**src/logic/forward_pkg.sv**
```systemverilog
package forward_pkg;

	// ----------------------------------------------------------------
	// Channel sizing and count scales
	// ----------------------------------------------------------------
	localparam int              NUM_CH          = 8;
	localparam int              COUNT_W         = 16;
	localparam logic signed [18:0] FULL_POS     = 19'sh04E20;  // +20000 counts
	localparam logic signed [18:0] FULL_NEG     = -19'sh04E20; // -20000 counts
	localparam logic signed [18:0] HALF_POS     = 19'sh02710;  // 10000 counts
	localparam logic [8:0]      SPAN_SIGNED     = 9'h190;      // 40000 / 100 per percent
	localparam logic [8:0]      SPAN_POSITIVE   = 9'h0C8;      // 20000 / 100 per percent

	// ----------------------------------------------------------------
	// Timing
	// ----------------------------------------------------------------
	localparam int              CLK_PERIOD_NS   = 50;
	localparam int              TICK_MS         = 100;
	localparam int              TICK_CYCLES_DOC = TICK_MS * 1000000 / CLK_PERIOD_NS;
	localparam logic [9:0]      PERIOD_MAX      = 10'h384;     // 900 units
	localparam logic [9:0]      HEARTBEAT_UNITS = 10'h258;     // 600 units, 60 s
	localparam logic [6:0]      PERCENT_MAX     = 7'h64;       // 100 percent

	// ----------------------------------------------------------------
	// Register map (byte addresses)
	// ----------------------------------------------------------------
	localparam logic [11:0]     CTRL_OFS        = 12'h000;
	localparam logic [11:0]     STATUS_OFS      = 12'h004;
	localparam logic [3:0]      CHAN_PAGE       = 4'h1;        // 0x100 + ch * 0x20
	localparam logic [2:0]      CH_CFG_IDX      = 3'h0;        // +0x00
	localparam logic [2:0]      CH_PERIOD_IDX   = 3'h1;        // +0x04
	localparam logic [2:0]      CH_ADDR_IDX     = 3'h2;        // +0x08
	localparam logic [2:0]      CH_HREG_IDX     = 3'h3;        // +0x0C
	localparam logic [2:0]      CH_REF_IDX      = 3'h4;        // +0x10
	localparam logic [2:0]      CH_LIVE_IDX     = 3'h5;        // +0x14

	// CFG fields
	localparam int              CFG_PCT_LSB     = 0;           // [6:0]
	localparam int              CFG_MODE_LSB    = 8;           // [9:8]
	localparam int              CFG_INSIGNED_BIT = 12;
	// CTRL fields
	localparam int              CTRL_ENABLE_BIT = 0;
	localparam int              CTRL_RESTORE_BIT = 1;
	localparam logic            CTRL_ENABLE_RST = 1'b1;

	typedef enum logic [1:0] {
		MAP_POSITIVE_DIRECT,
		MAP_SIGNED_DIRECT,
		MAP_SIGNED_TO_POSITIVE,
		MAP_POSITIVE_TO_SIGNED
	} map_mode_e;

endpackage : forward_pkg

```
**src/logic/count_mapper.sv**
```systemverilog
`timescale 1ns/1ps
module count_mapper
	import forward_pkg::*;
(
	input  wire logic signed [15:0] in_count,
	input  wire map_mode_e          mode,
	output logic signed [15:0]      out_count
);

	// ----------------------------------------------------------------
	// Scale arithmetic, widened so nothing wraps
	// ----------------------------------------------------------------
	wire logic signed [18:0] x        = {{3{in_count[15]}}, in_count};
	wire logic signed [18:0] s2p_raw  = (x + FULL_POS) >>> 1;
	wire logic signed [18:0] p2s_raw  = (x <<< 1) - FULL_POS;

	// Saturating clamp into a destination range
	function automatic logic signed [15:0] clamp(input logic signed [18:0] v,
	                                               input logic signed [18:0] lo);
		logic signed [18:0] r;
		r = v;
		if (v < lo)
			r = lo;
		else if (v > FULL_POS)
			r = FULL_POS;
		return r[15:0];
	endfunction : clamp

	// Mode selection; every result saturates to its range
	always_comb
	begin
		case (mode)
			MAP_POSITIVE_DIRECT:    out_count = clamp(x, 19'sh00000);
			MAP_SIGNED_DIRECT:      out_count = clamp(x, FULL_NEG);
			MAP_SIGNED_TO_POSITIVE: out_count = clamp(s2p_raw, 19'sh00000);
			MAP_POSITIVE_TO_SIGNED: out_count = clamp(p2s_raw, FULL_NEG);
			default:                out_count = 16'sh0000;
		endcase
	end

endmodule : count_mapper

```
**src/logic/input_forwarding_scheduler.sv**
```systemverilog
// Contract
// - Forwarded messages go out over TCP only
// - Period in 100 ms units, 1-900, 0 off
// - Span-only channels heartbeat every 600 units
// - Send when change reaches span percentage
// - Period-only sends live value each expiry
// - Span-only heartbeat carries stored reference
// - Periodic send in dual mode refreshes reference
// - Zero target address makes channel inactive
// - Zero span and zero period: silent
// - Message writes the target holding register
// - Positive direct: pass 0-20000, clip negatives
// - Signed direct: pass -20000..+20000
// - Signed to positive: (x + 20000) / 2
// - Positive to signed: 2x - 20000
// - Factory restore clears all mapping settings
// - Retry and resume after link loss
// - Counts normalised to 20000 full scale
//
// The register addresses and the AHB-Lite slave port are this design's own decisions.
`timescale 1ns/1ps
module input_forwarding_scheduler
	import forward_pkg::*;
#(
	parameter int TICK_CYCLES = TICK_CYCLES_DOC,
	parameter int CHANNELS    = NUM_CH
)
(
	input  wire logic                REF_CLK,
	input  wire logic                RST_N,
	input  wire logic                CE,
	// AHB-Lite slave
	input  wire logic                HSEL,
	input  wire logic [31:0]         HADDR,
	input  wire logic [1:0]          HTRANS,
	input  wire logic                HWRITE,
	input  wire logic [2:0]          HSIZE,
	input  wire logic [31:0]         HWDATA,
	input  wire logic                HREADY,
	output logic [31:0]              HRDATA,
	output logic                     HREADYOUT,
	output logic                     HRESP,
	// Normalised input samples
	input  wire logic                IN_VALID,
	input  wire logic [2:0]          IN_CHAN,
	input  wire logic signed [15:0]  IN_COUNT,
	// Modbus TCP client side
	input  wire logic                LINK_UP,
	input  wire logic                MSG_READY,
	output logic                     MSG_VALID,
	output logic [2:0]               MSG_CHAN,
	output logic [31:0]              MSG_TARGET_ADDR,
	output logic [15:0]              MSG_TARGET_REG,
	output logic signed [15:0]       MSG_DATA
);

	// ----------------------------------------------------------------
	// Per-channel state and configuration
	// ----------------------------------------------------------------
	logic [6:0]         pct_reg     [CHANNELS];
	map_mode_e          mode_reg    [CHANNELS];
	logic               insig_reg   [CHANNELS];
	logic [9:0]         period_reg  [CHANNELS];
	logic [31:0]        taddr_reg   [CHANNELS];
	logic [15:0]        treg_reg    [CHANNELS];
	logic signed [15:0] ref_reg     [CHANNELS];
	logic signed [15:0] live_reg    [CHANNELS];
	logic [9:0]         cnt_reg     [CHANNELS];

	logic               enable_reg;
	logic [15:0]        sent_reg;
	logic [2:0]         scan_reg;
	logic [31:0]        tick_reg;
	logic               wr_pend_reg;
	logic [11:0]        wr_addr_reg;

	// ----------------------------------------------------------------
	// Address decoding
	// ----------------------------------------------------------------
	function automatic logic in_chan_page(input logic [11:0] a);
		return a[11:8] == CHAN_PAGE;
	endfunction : in_chan_page

	function automatic logic [2:0] chan_of(input logic [11:0] a);
		return a[7:5];
	endfunction : chan_of

	function automatic logic [2:0] field_of(input logic [11:0] a);
		return a[4:2];
	endfunction : field_of

	// Address phase accepted only for NONSEQ/SEQ while the bus is ready
	wire logic        ahb_take   = HSEL && HREADY && HTRANS[1];
	wire logic        rd_take    = ahb_take && !HWRITE;
	wire logic        wr_take    = ahb_take && HWRITE;
	wire logic [11:0] rd_addr    = HADDR[11:0];
	wire logic [2:0]  rd_ch      = chan_of(rd_addr);
	wire logic [2:0]  rd_fld     = field_of(rd_addr);
	wire logic        rd_is_ch   = in_chan_page(rd_addr);
	wire logic [2:0]  wr_ch      = chan_of(wr_addr_reg);
	wire logic [2:0]  wr_fld     = field_of(wr_addr_reg);
	wire logic        wr_is_ch   = wr_pend_reg && in_chan_page(wr_addr_reg);
	wire logic        wr_ctrl    = wr_pend_reg && (wr_addr_reg == CTRL_OFS);
	wire logic        restore    = wr_ctrl && HWDATA[CTRL_RESTORE_BIT];
	wire logic [9:0]  wr_period  = (HWDATA[9:0] > PERIOD_MAX) ? PERIOD_MAX : HWDATA[9:0];
	wire logic [6:0]  wr_pct     = (HWDATA[6:0] > PERCENT_MAX) ? PERCENT_MAX : HWDATA[6:0];

	// Read data selection; unmapped words read as zero
	logic [31:0] rd_data;
	always_comb
	begin
		rd_data = 32'h0000_0000;
		if (rd_is_ch)
		begin
			case (rd_fld)
				CH_CFG_IDX:    rd_data = {19'h0, insig_reg[rd_ch], 2'h0, mode_reg[rd_ch],
				                          1'b0, pct_reg[rd_ch]};
				CH_PERIOD_IDX: rd_data = {22'h0, period_reg[rd_ch]};
				CH_ADDR_IDX:   rd_data = taddr_reg[rd_ch];
				CH_HREG_IDX:   rd_data = {16'h0, treg_reg[rd_ch]};
				CH_REF_IDX:    rd_data = {{16{ref_reg[rd_ch][15]}}, ref_reg[rd_ch]};
				CH_LIVE_IDX:   rd_data = {{16{live_reg[rd_ch][15]}}, live_reg[rd_ch]};
				default:       rd_data = 32'h0000_0000;
			endcase
		end
		else if (rd_addr == CTRL_OFS)
			rd_data = {31'h0, enable_reg};
		else if (rd_addr == STATUS_OFS)
			rd_data = {14'h0, LINK_UP, MSG_VALID, sent_reg};
	end

	// ----------------------------------------------------------------
	// Bus slave: zero wait states, always OKAY
	// ----------------------------------------------------------------
	// Write data lands one cycle after its address phase
	always_ff @(posedge REF_CLK)
	begin
		if (!RST_N)
		begin
			HRDATA      <= 32'h0000_0000;
			HREADYOUT   <= 1'b1;
			HRESP       <= 1'b0;
			wr_pend_reg <= 1'b0;
			wr_addr_reg <= 12'h000;
		end
		else if (CE)
		begin
			wr_pend_reg <= wr_take;
			wr_addr_reg <= HADDR[11:0];
			if (rd_take)
				HRDATA <= rd_data;
		end
	end

	// Global enable
	always_ff @(posedge REF_CLK)
	begin
		if (!RST_N)
			enable_reg <= CTRL_ENABLE_RST;
		else if (CE && wr_ctrl)
			enable_reg <= HWDATA[CTRL_ENABLE_BIT];
	end

	// ----------------------------------------------------------------
	// 100 ms time base
	// ----------------------------------------------------------------
	wire logic tick = (tick_reg == 32'(TICK_CYCLES - 1));

	always_ff @(posedge REF_CLK)
	begin
		if (!RST_N)
			tick_reg <= 32'h0000_0000;
		else if (CE)
			tick_reg <= tick ? 32'h0000_0000 : tick_reg + 32'h0000_0001;
	end

	// ----------------------------------------------------------------
	// Scan of one channel per cycle
	// ----------------------------------------------------------------
	wire logic [6:0]         s_pct    = pct_reg[scan_reg];
	wire logic [9:0]         s_period = period_reg[scan_reg];
	wire logic signed [15:0] s_live   = live_reg[scan_reg];
	wire logic signed [15:0] s_ref    = ref_reg[scan_reg];
	wire logic               s_active = enable_reg && (taddr_reg[scan_reg] != 32'h0)
	                                    && ((s_pct != 7'h00) || (s_period != 10'h000));
	// Zero period with a threshold falls back to the heartbeat
	wire logic [9:0]         s_eff    = (s_period != 10'h000) ? s_period : HEARTBEAT_UNITS;

	// Change since the reference, against threshold in counts
	wire logic signed [16:0] s_diff   = 17'(s_live) - 17'(s_ref);
	wire logic [16:0]        s_delta  = s_diff[16] ? 17'(-s_diff) : 17'(s_diff);
	wire logic [8:0]         s_unit   = insig_reg[scan_reg] ? SPAN_SIGNED : SPAN_POSITIVE;
	wire logic [16:0]        s_thr    = 17'(s_pct) * 17'(s_unit);

	wire logic per_due  = s_active && (cnt_reg[scan_reg] >= s_eff);
	wire logic span_due = s_active && (s_pct != 7'h00) && (s_delta >= s_thr);
	// Silence when inactive; events held until the link returns
	wire logic out_free = !MSG_VALID || MSG_READY;
	wire logic send_now = (per_due || span_due) && out_free && LINK_UP;
	// Heartbeat of span-only mode repeats the reference
	wire logic send_live = span_due || (s_period != 10'h000);
	wire logic signed [15:0] send_val = send_live ? s_live : s_ref;

	logic signed [15:0] mapped;
	count_mapper u_mapper
	(
		.in_count  (send_val),
		.mode      (mode_reg[scan_reg]),
		.out_count (mapped)
	);

	always_ff @(posedge REF_CLK)
	begin
		if (!RST_N)
			scan_reg <= 3'h0;
		else if (CE)
			scan_reg <= (scan_reg == 3'(CHANNELS - 1)) ? 3'h0 : scan_reg + 3'h1;
	end

	// ----------------------------------------------------------------
	// Message output toward the TCP client
	// ----------------------------------------------------------------
	// Only TCP client requests are issued; no datagram path exists
	always_ff @(posedge REF_CLK)
	begin
		if (!RST_N)
		begin
			MSG_VALID       <= 1'b0;
			MSG_CHAN        <= 3'h0;
			MSG_TARGET_ADDR <= 32'h0000_0000;
			MSG_TARGET_REG  <= 16'h0000;
			MSG_DATA        <= 16'sh0000;
			sent_reg        <= 16'h0000;
		end
		else if (CE)
		begin
			if (send_now)
			begin
				MSG_VALID       <= 1'b1;
				MSG_CHAN        <= scan_reg;
				MSG_TARGET_ADDR <= taddr_reg[scan_reg];
				MSG_TARGET_REG  <= treg_reg[scan_reg];
				MSG_DATA        <= mapped;
				sent_reg        <= sent_reg + 16'h0001;
			end
			else if (MSG_READY)
				MSG_VALID <= 1'b0;
		end
	end

	// ----------------------------------------------------------------
	// Per-channel timers, references and live samples
	// ----------------------------------------------------------------
	// Counters saturate so a missed expiry during an outage still fires;
	// a config write restarts them, else an idle channel fires at once
	always_ff @(posedge REF_CLK)
	begin
		if (!RST_N)
		begin
			for (int i = 0; i < CHANNELS; i++)
			begin
				cnt_reg[i]  <= 10'h000;
				ref_reg[i]  <= 16'sh0000;
				live_reg[i] <= 16'sh0000;
			end
		end
		else if (CE)
		begin
			for (int i = 0; i < CHANNELS; i++)
			begin
				if (send_now && (scan_reg == 3'(i)))
				begin
					cnt_reg[i] <= 10'h000;
					ref_reg[i] <= send_val;
				end
				else if (wr_is_ch && (wr_ch == 3'(i))) cnt_reg[i] <= 10'h000;
				else if (tick && (cnt_reg[i] != 10'h3FF))
					cnt_reg[i] <= cnt_reg[i] + 10'h001;
				if (IN_VALID && (IN_CHAN == 3'(i)))
					live_reg[i] <= IN_COUNT;
			end
		end
	end

	// ----------------------------------------------------------------
	// Mapping configuration
	// ----------------------------------------------------------------
	// Defaults leave every channel inactive
	always_ff @(posedge REF_CLK)
	begin
		if (!RST_N || (CE && restore))
		begin
			for (int i = 0; i < CHANNELS; i++)
			begin
				pct_reg[i]    <= 7'h00;
				mode_reg[i]   <= MAP_POSITIVE_DIRECT;
				insig_reg[i]  <= 1'b0;
				period_reg[i] <= 10'h000;
				taddr_reg[i]  <= 32'h0000_0000;
				treg_reg[i]   <= 16'h0000;
			end
		end
		else if (CE && wr_is_ch)
		begin
			case (wr_fld)
				CH_CFG_IDX:
				begin
					pct_reg[wr_ch]   <= wr_pct;
					mode_reg[wr_ch]  <= map_mode_e'(HWDATA[CFG_MODE_LSB +: 2]);
					insig_reg[wr_ch] <= HWDATA[CFG_INSIGNED_BIT];
				end
				CH_PERIOD_IDX: period_reg[wr_ch] <= wr_period;
				CH_ADDR_IDX:   taddr_reg[wr_ch]  <= HWDATA;
				CH_HREG_IDX:   treg_reg[wr_ch]   <= HWDATA[15:0];
				default:       treg_reg[wr_ch]   <= treg_reg[wr_ch];
			endcase
		end
	end

endmodule : input_forwarding_scheduler

```
**config.mk**
```make
export PLATFORM = sky130hd
export DESIGN_NAME = input_forwarding_scheduler
export DESIGN_NICKNAME = d
export VERILOG_FILES = /design/src/logic/forward_pkg.sv /design/src/logic/count_mapper.sv /design/src/logic/input_forwarding_scheduler.sv
export SDC_FILE = /design/constraint.sdc
export NUM_CORES = 2
export LEC_CHECK = 0
export ABC_CLOCK_PERIOD_IN_PS = 21300
export BUFFER_PORTS_ARGS = -buffer_cell sky130_fd_sc_hd__buf_2
export CELL_PAD_IN_SITES_DETAIL_PLACEMENT = 0
export CELL_PAD_IN_SITES_GLOBAL_PLACEMENT = 2
export CORE_ASPECT_RATIO = 1.75
export CORE_MARGIN = 2
export CORE_UTILIZATION = 45
export CTS_CLUSTER_SIZE = 16
export DETAILED_ROUTE_END_ITERATION = 10
export HOLD_SLACK_MARGIN = 0.15
export PLACE_DENSITY_LB_ADDON = 0.1
export REMOVE_ABC_BUFFERS = 1
export SLEW_MARGIN = 20
export SYNTH_ARGS = -nofsm -noshare
export SYNTH_HDL_FRONTEND = slang
export SYNTH_HIERARCHICAL = 1
export SYNTH_SLANG_ARGS = --single-unit
```
**constraint.sdc**
```tcl
create_clock -name REF_CLK -period 21.3 [get_ports REF_CLK]
set_clock_uncertainty 0.05 [all_clocks]
set_input_delay 1.065 -clock REF_CLK [delete_from_list [all_inputs] [get_ports REF_CLK]]
set_output_delay 1.065 -clock REF_CLK [all_outputs]
set_load 0.01 [all_outputs]
```
==> summary.txt <==
======================================================================================================
Outcome ................................................................................. complete, no violations
Max reg flops ...........................................................................          256
GRT Residual Overflow ...................................................................            0
Buffers and inverters on the worst path .................................................            7
Multi-input gate area in the final layout ...............................................    26900 um2
Dpl ws ..................................................................................      8820 ps
Total of warnings raised by yosys .......................................................            6
Startpoint type of the worst setup path .................................................    flip-flop
Cell row count ..........................................................................          175
Overall die height ......................................................................       481 um
Clk_lat worst skew ......................................................................       730 ps
Clk sinks ...............................................................................         1048
Gate count after technology mapping .....................................................         4607
Crit path kind .......................................................................... flip-flop to flip-flop
Hold Violations, Final ..................................................................            0
Count of final setup violators ..........................................................            0
Transition at the pin with the smallest max-transition slack ............................      1170 ps
Clock transition at the register clock pins on the worst setup and hold paths after CTS .        70 ps
Post-cts resize count ...................................................................            0
Worst IR Drop VDD .......................................................................       105 uV
Max-slew violation count ................................................................            0
Cell Area, Synth ........................................................................    58500 um2
Total Wirelength ........................................................................    195000 um
Cell variety after synth ................................................................          111
Final critical-path required period .....................................................     12410 ps
R2r setup slk ...........................................................................      8890 ps
GR Util All Layers ......................................................................        29.3%
Ratio of cells with drive above 1 in the final layout ...................................        21.3%
Total power .............................................................................      5.80 mW
Fillers .................................................................................        11400
Synth-to-Final Area Change ..............................................................        10.3%
Placeable Area ..........................................................................   129000 um2
Max-capacitance violation count .........................................................            0
Endpoint class of the critical path .....................................................    flip-flop
Width of the die ........................................................................       277 um
Largest delay contributor family on the critical path ................................... compound AO/OA/AOI/OAI gates
Number of global-route vias before repair ...............................................        41700
Cts hold-fix bufs .......................................................................            0
Io pins .................................................................................          199
Overall via count from detail_route .....................................................        39800
Quantity of I/O buffers inserted on ports ...............................................          172
RSZ-0062 raised after global routing ....................................................        false
Total Negative Setup Slacks .............................................................         0 ps
Post-synth ARST share ...................................................................           0%
Number of design rule violations left after detail routing ..............................            0
Crit path required time .................................................................     21900 ps
Antenna violations before repair ........................................................            7
Tcrit/Tclk final ........................................................................        58.3%
Power Density ...........................................................................  89.9 nW/um2
Worst-path maximum fanout ...............................................................           65
Worst Path Arrival ......................................................................     13010 ps
Number of detailed-routing iterations run before antenna repair .........................            5
Number of enable-type register cells in the synthesized netlist .........................          880
Number of H-tree branching levels .......................................................            3
Pin count of the biggest net entering global routing ....................................           76
Clock tree from TritonCTS ...............................................................          yes
Mean instance size in the synthesized netlist ...........................................     12.7 um2
Slowest cell on crit path ...............................................................      dfxtp_4
Source of the worst hold timing path ....................................................  wr_pend_reg
Top achievable clock speed ..............................................................   0.0806 GHz
Post-CTS setup buffer count .............................................................            0
Remaining max-slew budget at the tightest pin ...........................................        21.5%
FF+latch count, synth ...................................................................         1048
Effective utilization at floorplan ......................................................        45.2%
Path type of the worst min-delay path ................................................... flip-flop to flip-flop
Number of nets in the layout ............................................................         4846
Cts bufs inserted .......................................................................          103
First-pass GRT wire length ..............................................................    282000 um
CP peak stage delay .....................................................................       900 ps
Routed length per placed instance .......................................................      30.5 um
Sequential Area .........................................................................    29800 um2
Sequential area share after synthesis ...................................................        50.9%
Worst-case clock buffer depth ...........................................................            3
Mean number of vias per cell ............................................................         6.21
Remaining antenna violation count .......................................................            0
Die footprint ...........................................................................   133000 um2
HPWL after DPL ..........................................................................    135000 um
Root buf cell ...........................................................................    clkbuf_16
Placer's final routability congestion estimate ..........................................        0.869
Flip-flop cell with the highest count after synthesis ...................................     edfxtp_1
Setup slack after layout ................................................................      8890 ps
Static leakage ..........................................................................      22.9 nW
Detailed Route Iter0 Violations .........................................................         2798
======================================================================================================
synthesized netlist by cell type, drive strengths merged (8+ instances only):
cell    instances  share of area [%]
o211ai         22               0.32
xnor2          66               0.99
o21a            8               0.10
fa             12               0.41
nor2          473                3.0
and4            9               0.14
nand2         246                1.6
mux2           17               0.33
o22ai          42               0.46
nor3b           8               0.12
edfxtp        880                 45
clkbuf        227                1.5
ha             99                2.1
xor2           79                1.2
inv            96               0.62
a22oi          17               0.22
a311oi         21               0.31
o21ai         106               0.91
a21o           10               0.13
dfxtp         168                5.7
nand4          26               0.28
nor4           27               0.30
a31oi          23               0.27
nand3         107               0.94
nand2b         13               0.14
o31ai          20               0.27
a21oi         186                1.7
buf           151                1.5
nand3b          8               0.10
a211oi        161                2.1
and3           64               0.69
nor3           99               0.87
or3            14               0.15
mux4          421                 16
and2          355                3.8
nor2b          10               0.11
or4            16               0.21
mux2i         195                3.3
tightest hold or removal path: cells and delay by family, from the launching register on:
| family | cells | cell delay [ps] |
|---|---|---|
| flops | 1 | 310 |
| compound gates | 1 | 50 |
| simple gates | 1 | 60 |
cell usage in the layout, fill, tap and decap left out, drive strengths merged, types with 106 or more instances in the layout:
cell,instances
a21oi,186
dfxtp,168
o21ai,106
edfxtp,880
nor2,473
mux2i,195
nand2,246
mux4,421
a211oi,161
nand3,107
and2,355
buf,303
clkbuf,137
logic make-up (layout without fill, tap and decap cells):
family	after synthesis	count (layout)	synth area share [%]
AO/OA/AOI/OAI	694	694	8.11
XOR/XNOR	145	145	2.17
adder cells (fa/ha/maj)	111	111	2.53
buffers and inverters	475	593	3.58
flip-flops	1048	1048	50.9
multiplexers	633	633	19.9
other	2	6	0.0128
AND/OR/NAND/NOR	1499	1499	12.8
final timing paths:
check                               endpoint  cells after the start
worst max-delay path            MSG_DATA[13]                     41
worst min-delay path             wr_pend_reg                      2
worst max register to register  MSG_DATA[13]                     41
worst min register to register   wr_pend_reg                      2
power breakdown:
part           total [mW]  internal [mW]  leakage, nW  switching [mW]
clock network        1.91           1.07         1.67           0.840
logic                1.47          0.513         10.9           0.955
registers            2.42           2.34         10.3          0.0809
layer usage:
layer  wire length, um  GRT usage [%]
met5                42              0
met2            107000           56.5
met4             10300           14.1
met1             67100           31.0
met3             10600           4.37
area by class of cell:
type	instances	share of cell area [%]
Clock inverter	56	0.929
Inverter	97	0.572
Multi-Input combinational cell	3085	41.7
Sequential cell	1048	46.2
Antenna cell	3	0.0116
Tap cell	1681	3.26
Timing Repair Buffer	303	2.96
Clock buffer	137	4.41
metrics by stage:
step	area, um2	hold slack, ps	utilization, %	std cells
after CTS	64500	412	49.9	6407
final	64500	412	49.9	6410
after floorplan	56800	386	-	4230
after detailed placement	61100	401	47.2	6214
after global routing	64500	431	49.9	6408
after global placement	61100	395	47.2	6214
Note: power is estimated with default switching activity, not from simulation.
